<file path="src/rtl/reset_ctrl_pkg.sv">
/*
 * constants, field positions and carrier types of the system reset
 * controller. assumes a 100 MHz system clock and a classic wishbone
 * master with 32-bit data.
 */
package reset_ctrl_pkg;

	// clock and filter times
	localparam int CLK_PERIOD_NS = 10;
	localparam int DIP_MIN_NS    = 2000;
	localparam int PIN_MIN_NS    = 2500;
	// least times, rounded up to whole cycles
	localparam int DIP_MIN_CYC =
		(DIP_MIN_NS + CLK_PERIOD_NS - 1) / CLK_PERIOD_NS;
	localparam int PIN_MIN_CYC =
		(PIN_MIN_NS + CLK_PERIOD_NS - 1) / CLK_PERIOD_NS;

	// widths
	localparam int FILT_W = 12;
	localparam int DLY_W  = 24;
	localparam int ADR_W  = 8;
	localparam int DAT_W  = 32;
	localparam int SEL_W  = 4;

	// register offsets (byte addresses)
	localparam logic [ADR_W-1:0] STATUS_OFS  = 8'h00;
	localparam logic [ADR_W-1:0] CONTROL_OFS = 8'h04;

	// status word fields
	localparam int FLAG_POR  = 0;
	localparam int FLAG_PIN  = 1;
	localparam int FLAG_DIP  = 2;
	localparam int FLAG_WD   = 3;
	localparam int FLAG_W    = 4;
	localparam int STAT_BUSY = 8;
	localparam int STAT_DIP  = 9;

	// control word fields
	localparam int CTRL_WD    = 0;
	localparam int CTRL_CMPBG = 1;
	localparam int CTRL_CONV  = 2;
	localparam int CTRL_W     = 3;

	// synchroniser lanes
	localparam int SYN_PWR = 0;
	localparam int SYN_PIN = 1;
	localparam int SYN_DIP = 2;
	localparam int SYN_N   = 3;

	localparam logic [2:0]        DIP_LEVEL_OFF   = 3'h7;
	localparam logic [FLAG_W-1:0] FLAGS_AFTER_POR = 4'h1;
	localparam logic [2:0]        CLOCK_SELECT_FUSE_EXTRA_SH  = 3'h2;
	localparam int                CLOCK_SELECT_FUSE_SLOW_BIT  = 3;

	typedef struct packed {
		logic             cyc;
		logic             stb;
		logic             we;
		logic [ADR_W-1:0] adr;
		logic [SEL_W-1:0] sel;
		logic [DAT_W-1:0] dat;
	} wb_req_t;

	typedef struct packed {
		logic [1:0] startup_time_fuse;
		logic [3:0] clock_select_fuse;
		logic       pin_reset_disable_fuse;
		logic [2:0] supply_monitor_level_fuse;
	} fuse_t;

endpackage : reset_ctrl_pkg

</file>
<file path="src/rtl/system_reset_controller.sv">
/*
 * system reset controller: merges power-up, pin, supply dip and
 * watchdog sources into one stretched internal reset, keeps sticky
 * cause flags and drives the bandgap enable.
 * assumes analog detector levels and the pin are asynchronous, the
 * watchdog timeout is a pulse on clk_i, fuses are static.
 */
// The Wishbone slave port and the register offsets were left to the implementer.
module system_reset_controller #(
	parameter int STARTUP_BASE_CYCLES = 1024
) (
	input  wire logic                           clk_i,
	input  wire logic                           rst_i,
	input  wire logic                           power_ok_i,
	input  wire logic                           reset_pin_n_i,
	input  wire logic                           supply_low_i,
	input  wire logic                           watchdog_timeout_i,
	input  wire reset_ctrl_pkg::fuse_t          fuse_i,
	input  wire reset_ctrl_pkg::wb_req_t        wb_req_i,
	output logic                                wb_ack_o,
	output logic [reset_ctrl_pkg::DAT_W-1:0]    wb_dat_o,
	output logic                                sys_rst_o,
	output logic                                bandgap_en_o
);

	typedef struct packed {
		logic [reset_ctrl_pkg::SYN_N-1:0]  s1;
		logic [reset_ctrl_pkg::SYN_N-1:0]  s2;
		logic [reset_ctrl_pkg::SYN_N-1:0]  s3;
		logic [reset_ctrl_pkg::SYN_N-1:0]  lvl;
		logic [reset_ctrl_pkg::FILT_W-1:0] dip_cnt;
		logic                              dip_det;
		logic [reset_ctrl_pkg::FILT_W-1:0] pin_cnt;
		logic                              pin_det;
		logic                              wd_prev;
		logic                              wd_pulse;
		logic                              busy;
		logic [reset_ctrl_pkg::DLY_W-1:0]  dly_cnt;
		logic [reset_ctrl_pkg::FLAG_W-1:0] flags;
		logic [reset_ctrl_pkg::CTRL_W-1:0] ctrl;
		logic                              bg;
		logic                              ack;
		logic [reset_ctrl_pkg::DAT_W-1:0]  rdata;
	} state_t;

	state_t                            st_reg;
	state_t                            st_next;
	logic                              dip_en;
	logic                              pin_en;
	logic                              por_src;
	logic                              any_src;
	logic                              hit;
	logic                              wr;
	logic [2:0]                        dly_shift;
	logic [reset_ctrl_pkg::DLY_W-1:0]  dly_len;
	logic [reset_ctrl_pkg::DAT_W-1:0]  rd;

	assign dip_en = fuse_i.supply_monitor_level_fuse !=
		reset_ctrl_pkg::DIP_LEVEL_OFF;
	assign pin_en = !fuse_i.pin_reset_disable_fuse;
	assign por_src = !st_reg.lvl[reset_ctrl_pkg::SYN_PWR];
	// synchronised view of every source
	assign any_src = por_src | st_reg.pin_det | st_reg.dip_det
		| st_reg.wd_pulse;
	assign hit = wb_req_i.cyc & wb_req_i.stb & !st_reg.ack;
	assign wr  = hit & wb_req_i.we & wb_req_i.sel[0];

	// slow clock selections get a longer settle time
	assign dly_shift = {1'b0, fuse_i.startup_time_fuse}
		+ (fuse_i.clock_select_fuse[reset_ctrl_pkg::CLOCK_SELECT_FUSE_SLOW_BIT]
		? reset_ctrl_pkg::CLOCK_SELECT_FUSE_EXTRA_SH : 3'h0);
	assign dly_len = reset_ctrl_pkg::DLY_W'(STARTUP_BASE_CYCLES)
		<< dly_shift;

	// power and pin assert straight from the pins; dip and watchdog need clock edges
	assign sys_rst_o = !power_ok_i
		| (!reset_pin_n_i & pin_en)
		| st_reg.dip_det
		| st_reg.wd_pulse
		| st_reg.busy;

	assign bandgap_en_o = st_reg.bg;
	assign wb_ack_o     = st_reg.ack;
	assign wb_dat_o     = st_reg.rdata;

	always_comb begin
		rd = '0;
		if (wb_req_i.adr == reset_ctrl_pkg::STATUS_OFS) begin
			rd[reset_ctrl_pkg::FLAG_W-1:0] = st_reg.flags;
			rd[reset_ctrl_pkg::STAT_BUSY]  = st_reg.busy;
			rd[reset_ctrl_pkg::STAT_DIP]   = st_reg.dip_det;
		end else if (wb_req_i.adr == reset_ctrl_pkg::CONTROL_OFS) begin
			rd[reset_ctrl_pkg::CTRL_W-1:0] = st_reg.ctrl;
		end else begin
			rd = '0;
		end
	end

	always_comb begin
		st_next = st_reg;

		// three stages; only the second reads the first
		st_next.s1 = {supply_low_i, reset_pin_n_i, power_ok_i};
		st_next.s2 = st_reg.s1;
		st_next.s3 = st_reg.s2;
		st_next.lvl = (~(st_reg.s2 ^ st_reg.s3) & st_reg.s3)
			| ((st_reg.s2 ^ st_reg.s3) & st_reg.lvl);

		// supply dip must persist before it counts
		if (dip_en && st_reg.lvl[reset_ctrl_pkg::SYN_DIP]) begin
			if (!st_reg.dip_det) begin
				if (st_reg.dip_cnt == reset_ctrl_pkg::FILT_W'(
					reset_ctrl_pkg::DIP_MIN_CYC - 1)) begin
					st_next.dip_det = 1'b1;
				end else begin
					st_next.dip_cnt = st_reg.dip_cnt + 1'b1;
				end
			end
		end else begin
			st_next.dip_cnt = '0;
			st_next.dip_det = 1'b0;
		end

		// pin low must last the minimum width
		if (pin_en && !st_reg.lvl[reset_ctrl_pkg::SYN_PIN]) begin
			if (!st_reg.pin_det) begin
				if (st_reg.pin_cnt == reset_ctrl_pkg::FILT_W'(
					reset_ctrl_pkg::PIN_MIN_CYC - 1)) begin
					st_next.pin_det = 1'b1;
				end else begin
					st_next.pin_cnt = st_reg.pin_cnt + 1'b1;
				end
			end
		end else begin
			st_next.pin_cnt = '0;
			st_next.pin_det = 1'b0;
		end

		// rising edge only, so a held timeout still gives one cycle
		st_next.wd_prev  = watchdog_timeout_i;
		st_next.wd_pulse = watchdog_timeout_i & !st_reg.wd_prev
			& st_reg.ctrl[reset_ctrl_pkg::CTRL_WD];

		// stretch counter; runs only once all sources are gone
		if (any_src) begin
			st_next.busy    = 1'b1;
			st_next.dly_cnt = '0;
		end else if (st_reg.busy) begin
			if (st_reg.dly_cnt == dly_len - 1'b1) begin
				st_next.busy = 1'b0;
			end else begin
				st_next.dly_cnt = st_reg.dly_cnt + 1'b1;
			end
		end

		// flags: software clears by zero, hardware set wins
		if (wr && wb_req_i.adr == reset_ctrl_pkg::STATUS_OFS) begin
			st_next.flags = st_reg.flags
				& wb_req_i.dat[reset_ctrl_pkg::FLAG_W-1:0];
		end
		if (st_reg.pin_det) begin
			st_next.flags[reset_ctrl_pkg::FLAG_PIN] = 1'b1;
		end
		if (st_reg.dip_det) begin
			st_next.flags[reset_ctrl_pkg::FLAG_DIP] = 1'b1;
		end
		if (st_reg.wd_pulse) begin
			st_next.flags[reset_ctrl_pkg::FLAG_WD] = 1'b1;
		end
		if (por_src) begin
			st_next.flags = reset_ctrl_pkg::FLAGS_AFTER_POR;
		end

		if (wr && wb_req_i.adr == reset_ctrl_pkg::CONTROL_OFS) begin
			st_next.ctrl = wb_req_i.dat[reset_ctrl_pkg::CTRL_W-1:0];
		end

		st_next.bg = dip_en
			| st_reg.ctrl[reset_ctrl_pkg::CTRL_CMPBG]
			| st_reg.ctrl[reset_ctrl_pkg::CTRL_CONV];

		// one wait state; unmapped reads return zero
		st_next.ack = hit;
		if (hit) begin
			st_next.rdata = rd;
		end
	end

	always_ff @(posedge clk_i) begin
		if (rst_i) begin
			st_reg      <= '0;
			st_reg.busy <= 1'b1;
		end else begin
			st_reg <= st_next;
		end
	end
endmodule : system_reset_controller
</file>
<file path="config.mk">
export PLATFORM = sky130hd
export DESIGN_NAME = system_reset_controller
export DESIGN_NICKNAME = d
export VERILOG_FILES = /design/src/rtl/reset_ctrl_pkg.sv /design/src/rtl/system_reset_controller.sv
export SDC_FILE = /design/constraint.sdc
export NUM_CORES = 1
export LEC_CHECK = 0
export ABC_AREA = 0
export BUFFER_PORTS_ARGS = -buffer_cell sky130_fd_sc_hd__buf_2
export CORE_UTILIZATION = 30
export DETAILED_ROUTE_END_ITERATION = 16
export PLACE_DENSITY = 0.52
export SETUP_SLACK_MARGIN = 0.3
export SLEW_MARGIN = 20
export SYNTH_ARGS = -nofsm -noshare
export SYNTH_HDL_FRONTEND = slang
export SYNTH_SLANG_ARGS = --single-unit
export TNS_END_PERCENT = 20
</file>
<file path="constraint.sdc">
create_clock -name clk_i -period 2.7 [get_ports clk_i]
set_input_delay 0.135 -clock clk_i [delete_from_list [all_inputs] [get_ports clk_i]]
set_output_delay 0.135 -clock clk_i [all_outputs]
set_load 0.01 [all_outputs]
</file>
==> results of run 1 <==
[power breakdown]
group | switching (µW) | internal (µW) | leakage (µW)
Clock | 487 | 744 | 0.000153
Sequential | 6.18 | 1190 | 0.000648
Combinational | 62.2 | 41.0 | 0.000807
Total | 555 | 1980 | 0.00161
[timing repair]
item,4_1_cts,5_1_grt
hold buffers,1,0
endpoints found under the hold margin,1,0
resized for setup,0,1
setup endpoints to repair,0,3
setup buffers,0,0
[worst paths after layout]
kind	slack, ns	startpoint	cells after the start	endpoint
setup / recovery	0.45	st_reg[55]	7	st_reg[64]
hold / removal	0.03	reset_pin_n_i	2	st_next[101]
setup reg to reg	0.45	st_reg[55]	7	st_reg[64]
hold reg to reg	0.45	st_next[102]	1	st_next[99]
[layout make-up]
class | count | area (µm²)
repair buffers | 45 | 247.7
multi-input cells | 322 | 1971
clock inverters | 6 | 66.31
fillers | 1325 | 8194
well taps | 172 | 215.2
clock buffers | 10 | 239.0
inverters | 9 | 33.78
flip-flops and latches | 80 | 1602
[per-layer routing]
layer | vias up | part of all wire
li1 | 1545 | -
met1 | 1382 | 0.49
met2 | 51 | 0.45
met3 | 9 | 0.036
met4 | 0 | 0.018
met5 | - | 0
[cell usage in the layout, fill, tap and decap left out, types with 7 or more instances in the layout]
master / count
sky130_fd_sc_hd__buf_4: 7
sky130_fd_sc_hd__or3_1: 7
sky130_fd_sc_hd__dfxtp_1: 80
sky130_fd_sc_hd__nand2_1: 28
sky130_fd_sc_hd__nand3_1: 16
sky130_fd_sc_hd__buf_2: 37
sky130_fd_sc_hd__conb_1: 26
sky130_fd_sc_hd__xor2_1: 19
sky130_fd_sc_hd__and3_1: 11
sky130_fd_sc_hd__ha_1: 7
sky130_fd_sc_hd__a21oi_1: 22
sky130_fd_sc_hd__nand4_1: 16
sky130_fd_sc_hd__nor2_1: 51
sky130_fd_sc_hd__or4_1: 9
sky130_fd_sc_hd__xnor2_1: 9
sky130_fd_sc_hd__inv_1: 9
sky130_fd_sc_hd__o21ai_0: 16
sky130_fd_sc_hd__nor2b_1: 10
sky130_fd_sc_hd__clkbuf_16: 9
[kinds of logic (layout without fill, tap and decap cells)]
| group | Yosys count | count (layout) | synth area share |
|---|---|---|---|
| xor+xnor | 29 | 29 | 0.06779 |
| compound gates | 70 | 70 | 0.1158 |
| buf+inv | 58 | 70 | 0.09990 |
| simple gates | 184 | 184 | 0.2621 |
| fa+ha+maj | 7 | 7 | 0.02270 |
| flops | 80 | 80 | 0.4152 |
| mux | 6 | 6 | 0.01557 |
| other cells | 1 | 26 | 0.0009721 |
[per-stage QoR]
step           hold WS (ns)  std cells    util
2_1_floorplan        0.2632        460       -
3_3_place_gp         0.3632        627  0.3224
3_5_place_dp         0.3564        627  0.3224
4_1_cts             0.01877        644  0.3475
5_1_grt             0.03022        644  0.3480
6_report            0.03027        644  0.3480
==> results.tsv, run 1 <==
metric	value	unit
number of flip-flops in the largest register	63	
sequence of cells on the critical path	xor2_1 > mux2i_1 > o22ai_2 > nor3_4 > buf_4 > or4_2 > a21oi_1	
via-per-instance ratio	4.638	
top cells by area in the synthesized netlist	sky130_fd_sc_hd__dfxtp_1 42%, sky130_fd_sc_hd__buf_4 6.4%, sky130_fd_sc_hd__nor2_1 5.0%	
crit path max fanout	19	
placed inst area	4053	µm²
I/O pin count	98	
layout cell share with drive strength beyond 1	0.1907	
asr flop ratio synth	0	
dominant cell type by area after synthesis	sky130_fd_sc_hd__dfxtp_1	
number of antenna violations at the first check in global routing	0	
critical path start-end classification	reg2reg	
Port Buffer Count	37	
Fin. Hold Viols	0	
TritonCTS clock tree	done	
final setup TNS	0	ns
clock insertion delay at the later pin of the skew report	0.34	ns
final critical-path share of the clock period	0.8330	
busiest layer in global routing	met2	
diode insertion count for antenna repair	0	
met2 Track Usage GR	0.2064	
longest individual stage delay on the worst path	0.65	ns
count of antenna-violating nets left after detailed routing	0	
count of yosys warnings during synthesis	0	
power per cell area	579.1	nW/µm²
Total Nets Final	537	
highest ir drop seen on vdd	0.2967	mV
router iterations before antenna repair	4	
number of different library cells in the post-synthesis netlist	55	
Worst Setup End Kind	flip-flop	
# Max-Cap Violations	0	
maximum achievable frequency	0.4446	GHz
fin area	4374	µm²
gr usage total	0.1291	
area growth from synthesis to layout	13.40	%
CTS HTree Levels	3	
Max Buffers Root-to-Sink	2	
summed instance area of the synthesized netlist	3857	µm²
count of clock tree sinks	80	
Max Transition Viols Final	0	
fraction of post-synthesis cell area in the top cell type by area	0.4152	
clock-pin slew of the registers on the worst-case setup and hold paths	0.06	ns
cells after synthesis	435	
GR met3 Demand/Resource	0.03268	
total of endpoints with negative setup slack in the final report	0	
clock root buffer	sky130_fd_sc_hd__clkbuf_16	
post-route setup slack	0.4508	ns
clock buffers created by TritonCTS	9	
leakage component of the power	0.001608	µW
number of synthesized flops with an enable pin	0	
wire length per cell after detailed routing	11.89	µm
Synth Register Bits	80	
time the final worst path needs with I/O delays and setup	2.249	ns
starting utilization of the core area	0.3069	
wire length reported by the detailed router	7659	µm
Tot Pwr	2533	µW
total overflow reported by the global router	0	
pin count of the biggest net entering global routing	28	
wire length of the first global-routing pass	13390	µm
Max stage delay cell, worst path	sky130_fd_sc_hd__or4_2	
die height	115.4	µm
Worst Setup Start Kind	flip-flop	
kind of cell adding the most delay to the critical path	simple AND/OR/NAND/NOR gates	
RSZ-0062 raised after global routing	false	
post-detailed-placement half-perimeter wirelength	5586	µm
syn avg cell area	8.868	µm²
RePlAce Congestion	0.7607	
Req. time, crit path	2.97	ns
Synth top cells by count	80 x sky130_fd_sc_hd__dfxtp_1, 51 x sky130_fd_sc_hd__nor2_1, 33 x sky130_fd_sc_hd__buf_4, 28 x sky130_fd_sc_hd__nand2_1, 22 x sky130_fd_sc_hd__a21oi_1	
full die area	13320	µm²
count leader, synth	sky130_fd_sc_hd__dfxtp_1	
die width	115.4	µm
Clock Skews	0.005899	ns
number of global-route vias before repair	2864	
initial drt markers	114	
measured slew at the worst slew-check pin	0.5252	ns
Global Route met1 Usage	0.1638	
core outline area	12570	µm²
Setup Slack @ Placement	0.3309	ns
normalized max-slew margin	0.6488	
run status	complete, no violations	
path class of the lowest-slack min-delay path	in2reg	
DRC	0	
via total after detailed routing	2987	
count of standard-cell rows	41	
proportion of synthesized chip area in sequential cells	0.4152	
Crit path buffers/inverters	1	
Primary FF master, synth	sky130_fd_sc_hd__dfxtp_1	
signal arrival time at the worst endpoint	2.52	ns
Note: power is estimated with default switching activity, not from simulation.
==> run 2: changes to the inputs <==
==> constraint.sdc (replaced) <==
create_clock -name clk_i -period 2.2 [get_ports clk_i]
set_input_delay 0.11 -clock clk_i [delete_from_list [all_inputs] [get_ports clk_i]]
set_output_delay 0.11 -clock clk_i [all_outputs]
set_load 0.01 [all_outputs]
==> results.tsv, run 2 (synthesis results as in run 1) <==
metric	value	unit	change
run status	complete, no violations		
area growth from synthesis to layout	18.65	%	
time the final worst path needs with I/O delays and setup	2.066	ns	-0.1831 ns
busiest layer in global routing	met2		
die width	115.4	µm	unchanged
met2 Track Usage GR	0.2032		-0.003194
clock buffers created by TritonCTS	9		unchanged
number of flip-flops in the largest register	63		unchanged
I/O pin count	98		unchanged
via-per-instance ratio	4.666		+0.60%
normalized max-slew margin	0.6401		-0.008710
count of standard-cell rows	41		unchanged
number of antenna violations at the first check in global routing	0		unchanged
starting utilization of the core area	0.3069		unchanged
count of antenna-violating nets left after detailed routing	0		unchanged
Setup Slack @ Placement	-0.02345	ns	-0.3544 ns
router iterations before antenna repair	4		unchanged
count of clock tree sinks	80		unchanged
full die area	13320	µm²	unchanged
Min-Delay Path Depth	2		unchanged
GR met3 Demand/Resource	0.03163		-0.001054
# Max-Cap Violations	0		unchanged
total overflow reported by the global router	0		unchanged
signal arrival time at the worst endpoint	2.27	ns	-0.25 ns
Worst Setup End Kind	flip-flop		
wire length per cell after detailed routing	11.79	µm	-0.85%
layout cell share with drive strength beyond 1	0.2382		+0.04752
wire length of the first global-routing pass	13100	µm	-2.1%
Worst Setup Start Kind	flip-flop		
final setup TNS	0	ns	unchanged
relative contribution of the clock network to total power	0.486		about the same
clock-pin slew of the registers on the worst-case setup and hold paths	0.06	ns	about the same
Max Transition Viols Final	0		unchanged
die height	115.4	µm	unchanged
via total after detailed routing	3075		+2.9%
switch share	0.2208		+0.001680
maximum achievable frequency	0.4840	GHz	+8.9%
Reg2Reg Setup Slack	0.13	ns	-0.32 ns
RePlAce Congestion	0.7595		-0.16%
total of endpoints with negative setup slack in the final report	0		unchanged
launch instance of the worst register-to-register path	st_reg[61]		
gr usage total	0.1253		-0.003763
Fin. Hold Viols	0		unchanged
core outline area	12570	µm²	unchanged
crit path max fanout	24		+5
initial drt markers	158		+39%
sequential cell fraction of total power	0.469		-0.005
measured slew at the worst slew-check pin	0.5382	ns	+0.01303 ns
clock insertion delay at the later pin of the skew report	0.34	ns	about the same
number of global-route vias before repair	2877		+0.45%
capture instance of the worst register-to-register path	st_reg[54]		
post-route setup slack	0.1339	ns	-0.3169 ns
commonest cells after routing, fill and taps aside	76 x sky130_fd_sc_hd__dfxtp_1, 50 x sky130_fd_sc_hd__nor2_1, 37 x sky130_fd_sc_hd__buf_2		
highest ir drop seen on vdd	0.3696	mV	+25%
DRC	0		unchanged
Max Buffers Root-to-Sink	2		unchanged
Port Buffer Count	37		unchanged
Total Nets Final	552		+2.8%
path class of the lowest-slack min-delay path	in2reg		
startpoint of the lowest-slack hold path	power_ok_i		
Req. time, crit path	2.41	ns	-0.56 ns
TritonCTS clock tree	done		
reg2reg path depth	8		+1
power share of the combinational group	0.045		+0.004
switching pwr	693.1	µW	+25%
Global Route met1 Usage	0.1610		-0.002810
critical path start-end classification	reg2reg		
wire length reported by the detailed router	7771	µm	+1.5%
Clock Skews	0.007009	ns	+0.001110 ns
CTS HTree Levels	3		unchanged
placed inst area	4184	µm²	+3.2%
fin util	0.3642		+0.01613
clock root buffer	sky130_fd_sc_hd__clkbuf_16		
commonest non-fill, non-tap cell in the layout	sky130_fd_sc_hd__dfxtp_1		
final critical-path share of the clock period	0.9391		+0.1061
post-detailed-placement half-perimeter wirelength	5653	µm	+1.2%
power per cell area	685.8	nW/µm²	+18%
end of the worst hold path	st_next[100]		
leakage component of the power	0.001694	µW	+5.4%
RSZ-0062 raised after global routing	true		
diode insertion count for antenna repair	0		unchanged
pin count of the biggest net entering global routing	28		unchanged
internal cell power	2446	µW	+24%
fin area	4577	µm²	+4.6%
[run 2: cell count changes in the layout (fill, tap and decap cells not counted), sizes merged]
cell	change
dlygate4sd3	+1
clkinv	-3
clkbuf	+1
buf	+14
clkinvlp	+2
[run 2: through the flow]
step                instances  hold WS (ns)  total power (µW)
global route              659       0.03721              3265
finish                    659       0.03628              3139
detailed placement        640        0.3300              1636
CTS                       659       0.02738              3180
floorplan                 460        0.2382              1623
global placement          640        0.3376              1634
[run 2: final cells by class]
| type | instances | area [µm²] |
|---|---|---|
| fill | 1287 | 7991 |
| multi-input combinational | 322 | 2038 |
| sequential | 80 | 1607 |
| timing repair buffer | 60 | 375.4 |
| clock buffer | 11 | 242.7 |
| tap | 172 | 215.2 |
| clock inverter | 5 | 65.06 |
| inverter | 9 | 33.78 |
[run 2: what timing repair did]
action                                  in CTS  in global routing
endpoints found under the setup margin      26                 28
gates resized for setup                      3                 10
cloned                                       0                  0
hold buffers                                 2                  0
hold endpoints to repair                     2                  0
pin swaps                                    3                  4
buffers inserted                             1                  0
[run 2: worst max path at each step]
stage,depth (start not counted),from,to,slack [ns]
6_report,8,st_reg[61],st_reg[54],0.13
3_3_place_gp,10,fuse_i[7],st_reg[58],0.07
4_1_cts,8,st_reg[54],st_reg[58],0.1
5_1_grt,6,st_reg[45],st_reg[58],0.006
2_1_floorplan,6,st_reg[57],st_reg[45],0.25
3_5_place_dp,10,fuse_i[7],st_reg[58],-0.02
[run 2: power groups by stage]
stage	sequential, µW	clock [µW]	combinational, µW
after global placement	1500	0	130
after CTS	1470	1570	138
final	1470	1530	140
after global routing	1470	1630	158
after floorplan	1500	0	120
after detailed placement	1500	0	132
[run 2: per-layer routing]
metal | vias to the layer above | part of all wire
met5 | - | 0
met4 | 0 | 0.015
met3 | 10 | 0.034
met2 | 47 | 0.47
met1 | 1455 | 0.48
li1 | 1563 | -
[run 2: critical path: stages, from the launching register on]
cell,delay (ns)
sky130_fd_sc_hd__dfxtp_2,0.34
sky130_fd_sc_hd__or4_4,0.55
sky130_fd_sc_hd__nor4_4,0.29
sky130_fd_sc_hd__buf_4,0.15
sky130_fd_sc_hd__nand2_2,0.08
sky130_fd_sc_hd__nor3_4,0.16
sky130_fd_sc_hd__buf_12,0.19
sky130_fd_sc_hd__or3_2,0.14
sky130_fd_sc_hd__a21oi_2,0.04
==> run 3: changes to the inputs <==
--- a/config.mk
+++ b/config.mk
@@ -10,6 +10,7 @@
 export CORE_UTILIZATION = 30
 export DETAILED_ROUTE_END_ITERATION = 16
 export PLACE_DENSITY = 0.52
+export REMOVE_ABC_BUFFERS = 1
 export SETUP_SLACK_MARGIN = 0.3
 export SLEW_MARGIN = 20
 export SYNTH_ARGS = -nofsm -noshare
==> results.tsv, run 3 (synthesis results as in run 1) <==
metric	value	unit	change
wire length reported by the detailed router	7821	µm	+0.64%
via-per-instance ratio	4.612		-1.2%
clock root buffer	sky130_fd_sc_hd__clkbuf_16		
commonest cells after routing, fill and taps aside	72 x sky130_fd_sc_hd__dfxtp_1, 48 x sky130_fd_sc_hd__nor2_1, 37 x sky130_fd_sc_hd__buf_2		
die height	115.4	µm	unchanged
initial drt markers	85		-46%
Max Transition Viols Final	0		unchanged
Worst Setup Start Kind	flip-flop		
post-detailed-placement half-perimeter wirelength	5589	µm	-1.1%
TritonCTS clock tree	done		
final setup TNS	0	ns	unchanged
time the final worst path needs with I/O delays and setup	2.110	ns	+0.04384 ns
die width	115.4	µm	unchanged
Tot Pwr	3204	µW	+2.1%
Port Buffer Count	37		unchanged
total overflow reported by the global router	0		unchanged
clock buffers created by TritonCTS	9		unchanged
count of standard-cell rows	41		unchanged
longest individual stage delay on the worst path	0.56	ns	about the same
most used cell, CP	sky130_fd_sc_hd__buf_4		
I/O pin count	98		unchanged
leakage component of the power	0.001770	µW	+4.5%
Total Nets Final	564		+2.2%
commonest non-fill, non-tap cell in the layout	sky130_fd_sc_hd__dfxtp_1		
Fin. Hold Viols	0		unchanged
final critical-path share of the clock period	0.9590		+0.01993
routed metal-1 wire length	3881	µm	+4.0%
sum of met2 wire segment lengths after detailed routing	3625	µm	-0.96%
RePlAce Congestion	0.7267		-4.3%
CTS HTree Levels	3		unchanged
Crit path buffers/inverters	3		+1
count of clock tree sinks	80		unchanged
Post-Place Cells	648		+1.3%
clock-pin slew of the registers on the worst-case setup and hold paths	0.07	ns	about the same
routed length on met3	243	µm	-8.0%
WHS	0.01531	ns	-0.02097 ns
router iterations before antenna repair	4		unchanged
sequence of cells on the critical path	or4_4 > nor4_4 > buf_4 > nand2_4 > nor3_4 > buf_12 > buf_4 > or3_2 > a21oi_2		
gr usage total	0.1260		+0.0007152
kind of cell adding the most delay to the critical path	simple AND/OR/NAND/NOR gates		
wire length of the first global-routing pass	13270	µm	+1.3%
# Max-Cap Violations	0		unchanged
count of antenna-violating nets left after detailed routing	0		unchanged
run status	complete, no violations		
full die area	13320	µm²	unchanged
critical path start-end classification	reg2reg		
layout cell share with drive strength beyond 1	0.2851		+0.04695
Highest Signal Layer	met4		
via total after detailed routing	3090		+0.49%
number of flip-flops in the largest register	63		unchanged
Max Buffers Root-to-Sink	2		unchanged
highest ir drop seen on vdd	0.3662	mV	-0.92%
DRC	0		unchanged
Worst Setup End Kind	flip-flop		
area growth from synthesis to layout	24.07	%	
Non-Filler Instances	670		+1.7%
wire length per cell after detailed routing	11.67	µm	-1.0%
number of antenna violations at the first check in global routing	0		unchanged
Max stage delay cell, worst path	sky130_fd_sc_hd__or4_4		
reg2reg path depth	9		+1
total of endpoints with negative setup slack in the final report	0		unchanged
number of global-route vias before repair	2905		+0.97%
cell count along the critical path	9		+1
maximum achievable frequency	0.4740	GHz	-2.1%
signal arrival time at the worst endpoint	2.32	ns	+0.05 ns
core outline area	12570	µm²	unchanged
power per cell area	669.5	nW/µm²	-2.4%
crit path max fanout	20		-17%
Clock Skews	0.009420	ns	+0.002411 ns
clock insertion delay at the later pin of the skew report	0.33	ns	about the same
Req. time, crit path	2.41	ns	about the same
RSZ-0062 raised after global routing	true		
starting utilization of the core area	0.3069		unchanged
pin count of the biggest net entering global routing	28		unchanged
path class of the lowest-slack min-delay path	in2reg		
diode insertion count for antenna repair	0		unchanged
Min-Delay Path Depth	2		unchanged
## run 3: what timing repair did
action	in CTS	in global routing
gates cloned	0	0
setup buffers	0	5
pin swaps	0	32
hold endpoints to repair	2	0
setup endpoints to repair	25	29
gates resized for setup	1	44
hold buffers	2	0
## run 3: report_power, final
group          switching (µW)  internal, µW  leakage (µW)
clock                     589           995      0.000156
combinational            84.5          64.4      0.000961
sequential               8.85          1460      0.000652
total                     682          2520       0.00177
## run 3: routing by layer
metal  vias to the layer above  track usage
li1                       1588            -
met4                         0      0.03636
met1                      1436       0.1627
met5                         -            0
met2                        60       0.2072
met3                         6      0.03163
## run 3: stage by stage
step / instance area, µm² / util / setup slack [ns]
5_1_grt: 4786 / 0.3808 / 0.003019
6_report: 4786 / 0.3808 / 0.09011
2_1_floorplan: 3600 / - / -0.002479
4_1_cts: 4563 / 0.3631 / 0.03878
3_5_place_dp: 4223 / 0.3360 / -0.1209
3_3_place_gp: 4223 / 0.3360 / -0.06075
## run 3: worst paths after layout
| kind | startpoint | endpoint | slack [ns] |
|---|---|---|---|
| hold / removal | power_ok_i | st_next[100] | 0.02 |
| hold reg to reg | st_next[100] | st_next[97] | 0.44 |
| setup reg to reg | st_reg[61] | st_reg[54] | 0.09 |
| setup / recovery | st_reg[61] | st_reg[54] | 0.09 |
## run 3: layout make-up
cell class | count | area, µm²
Inverter | 9 | 36.28
Clock inverter | 6 | 91.34
Tap cell | 172 | 215.2
Sequential cell | 80 | 1617
Fill cell | 1278 | 7782
Clock buffer | 9 | 225.2
Timing Repair Buffer | 72 | 469.2
Multi-Input combinational cell | 322 | 2132
## run 3: worst register-to-register path, stage by stage (launching register included)
cell                      delay, ns
sky130_fd_sc_hd__dfxtp_1       0.31
sky130_fd_sc_hd__or4_4         0.56
sky130_fd_sc_hd__nor4_4        0.30
sky130_fd_sc_hd__buf_4         0.16
sky130_fd_sc_hd__nand2_4       0.06
sky130_fd_sc_hd__nor3_4        0.15
sky130_fd_sc_hd__buf_12        0.17
sky130_fd_sc_hd__buf_4         0.12
sky130_fd_sc_hd__or3_2         0.11
sky130_fd_sc_hd__a21oi_2       0.05
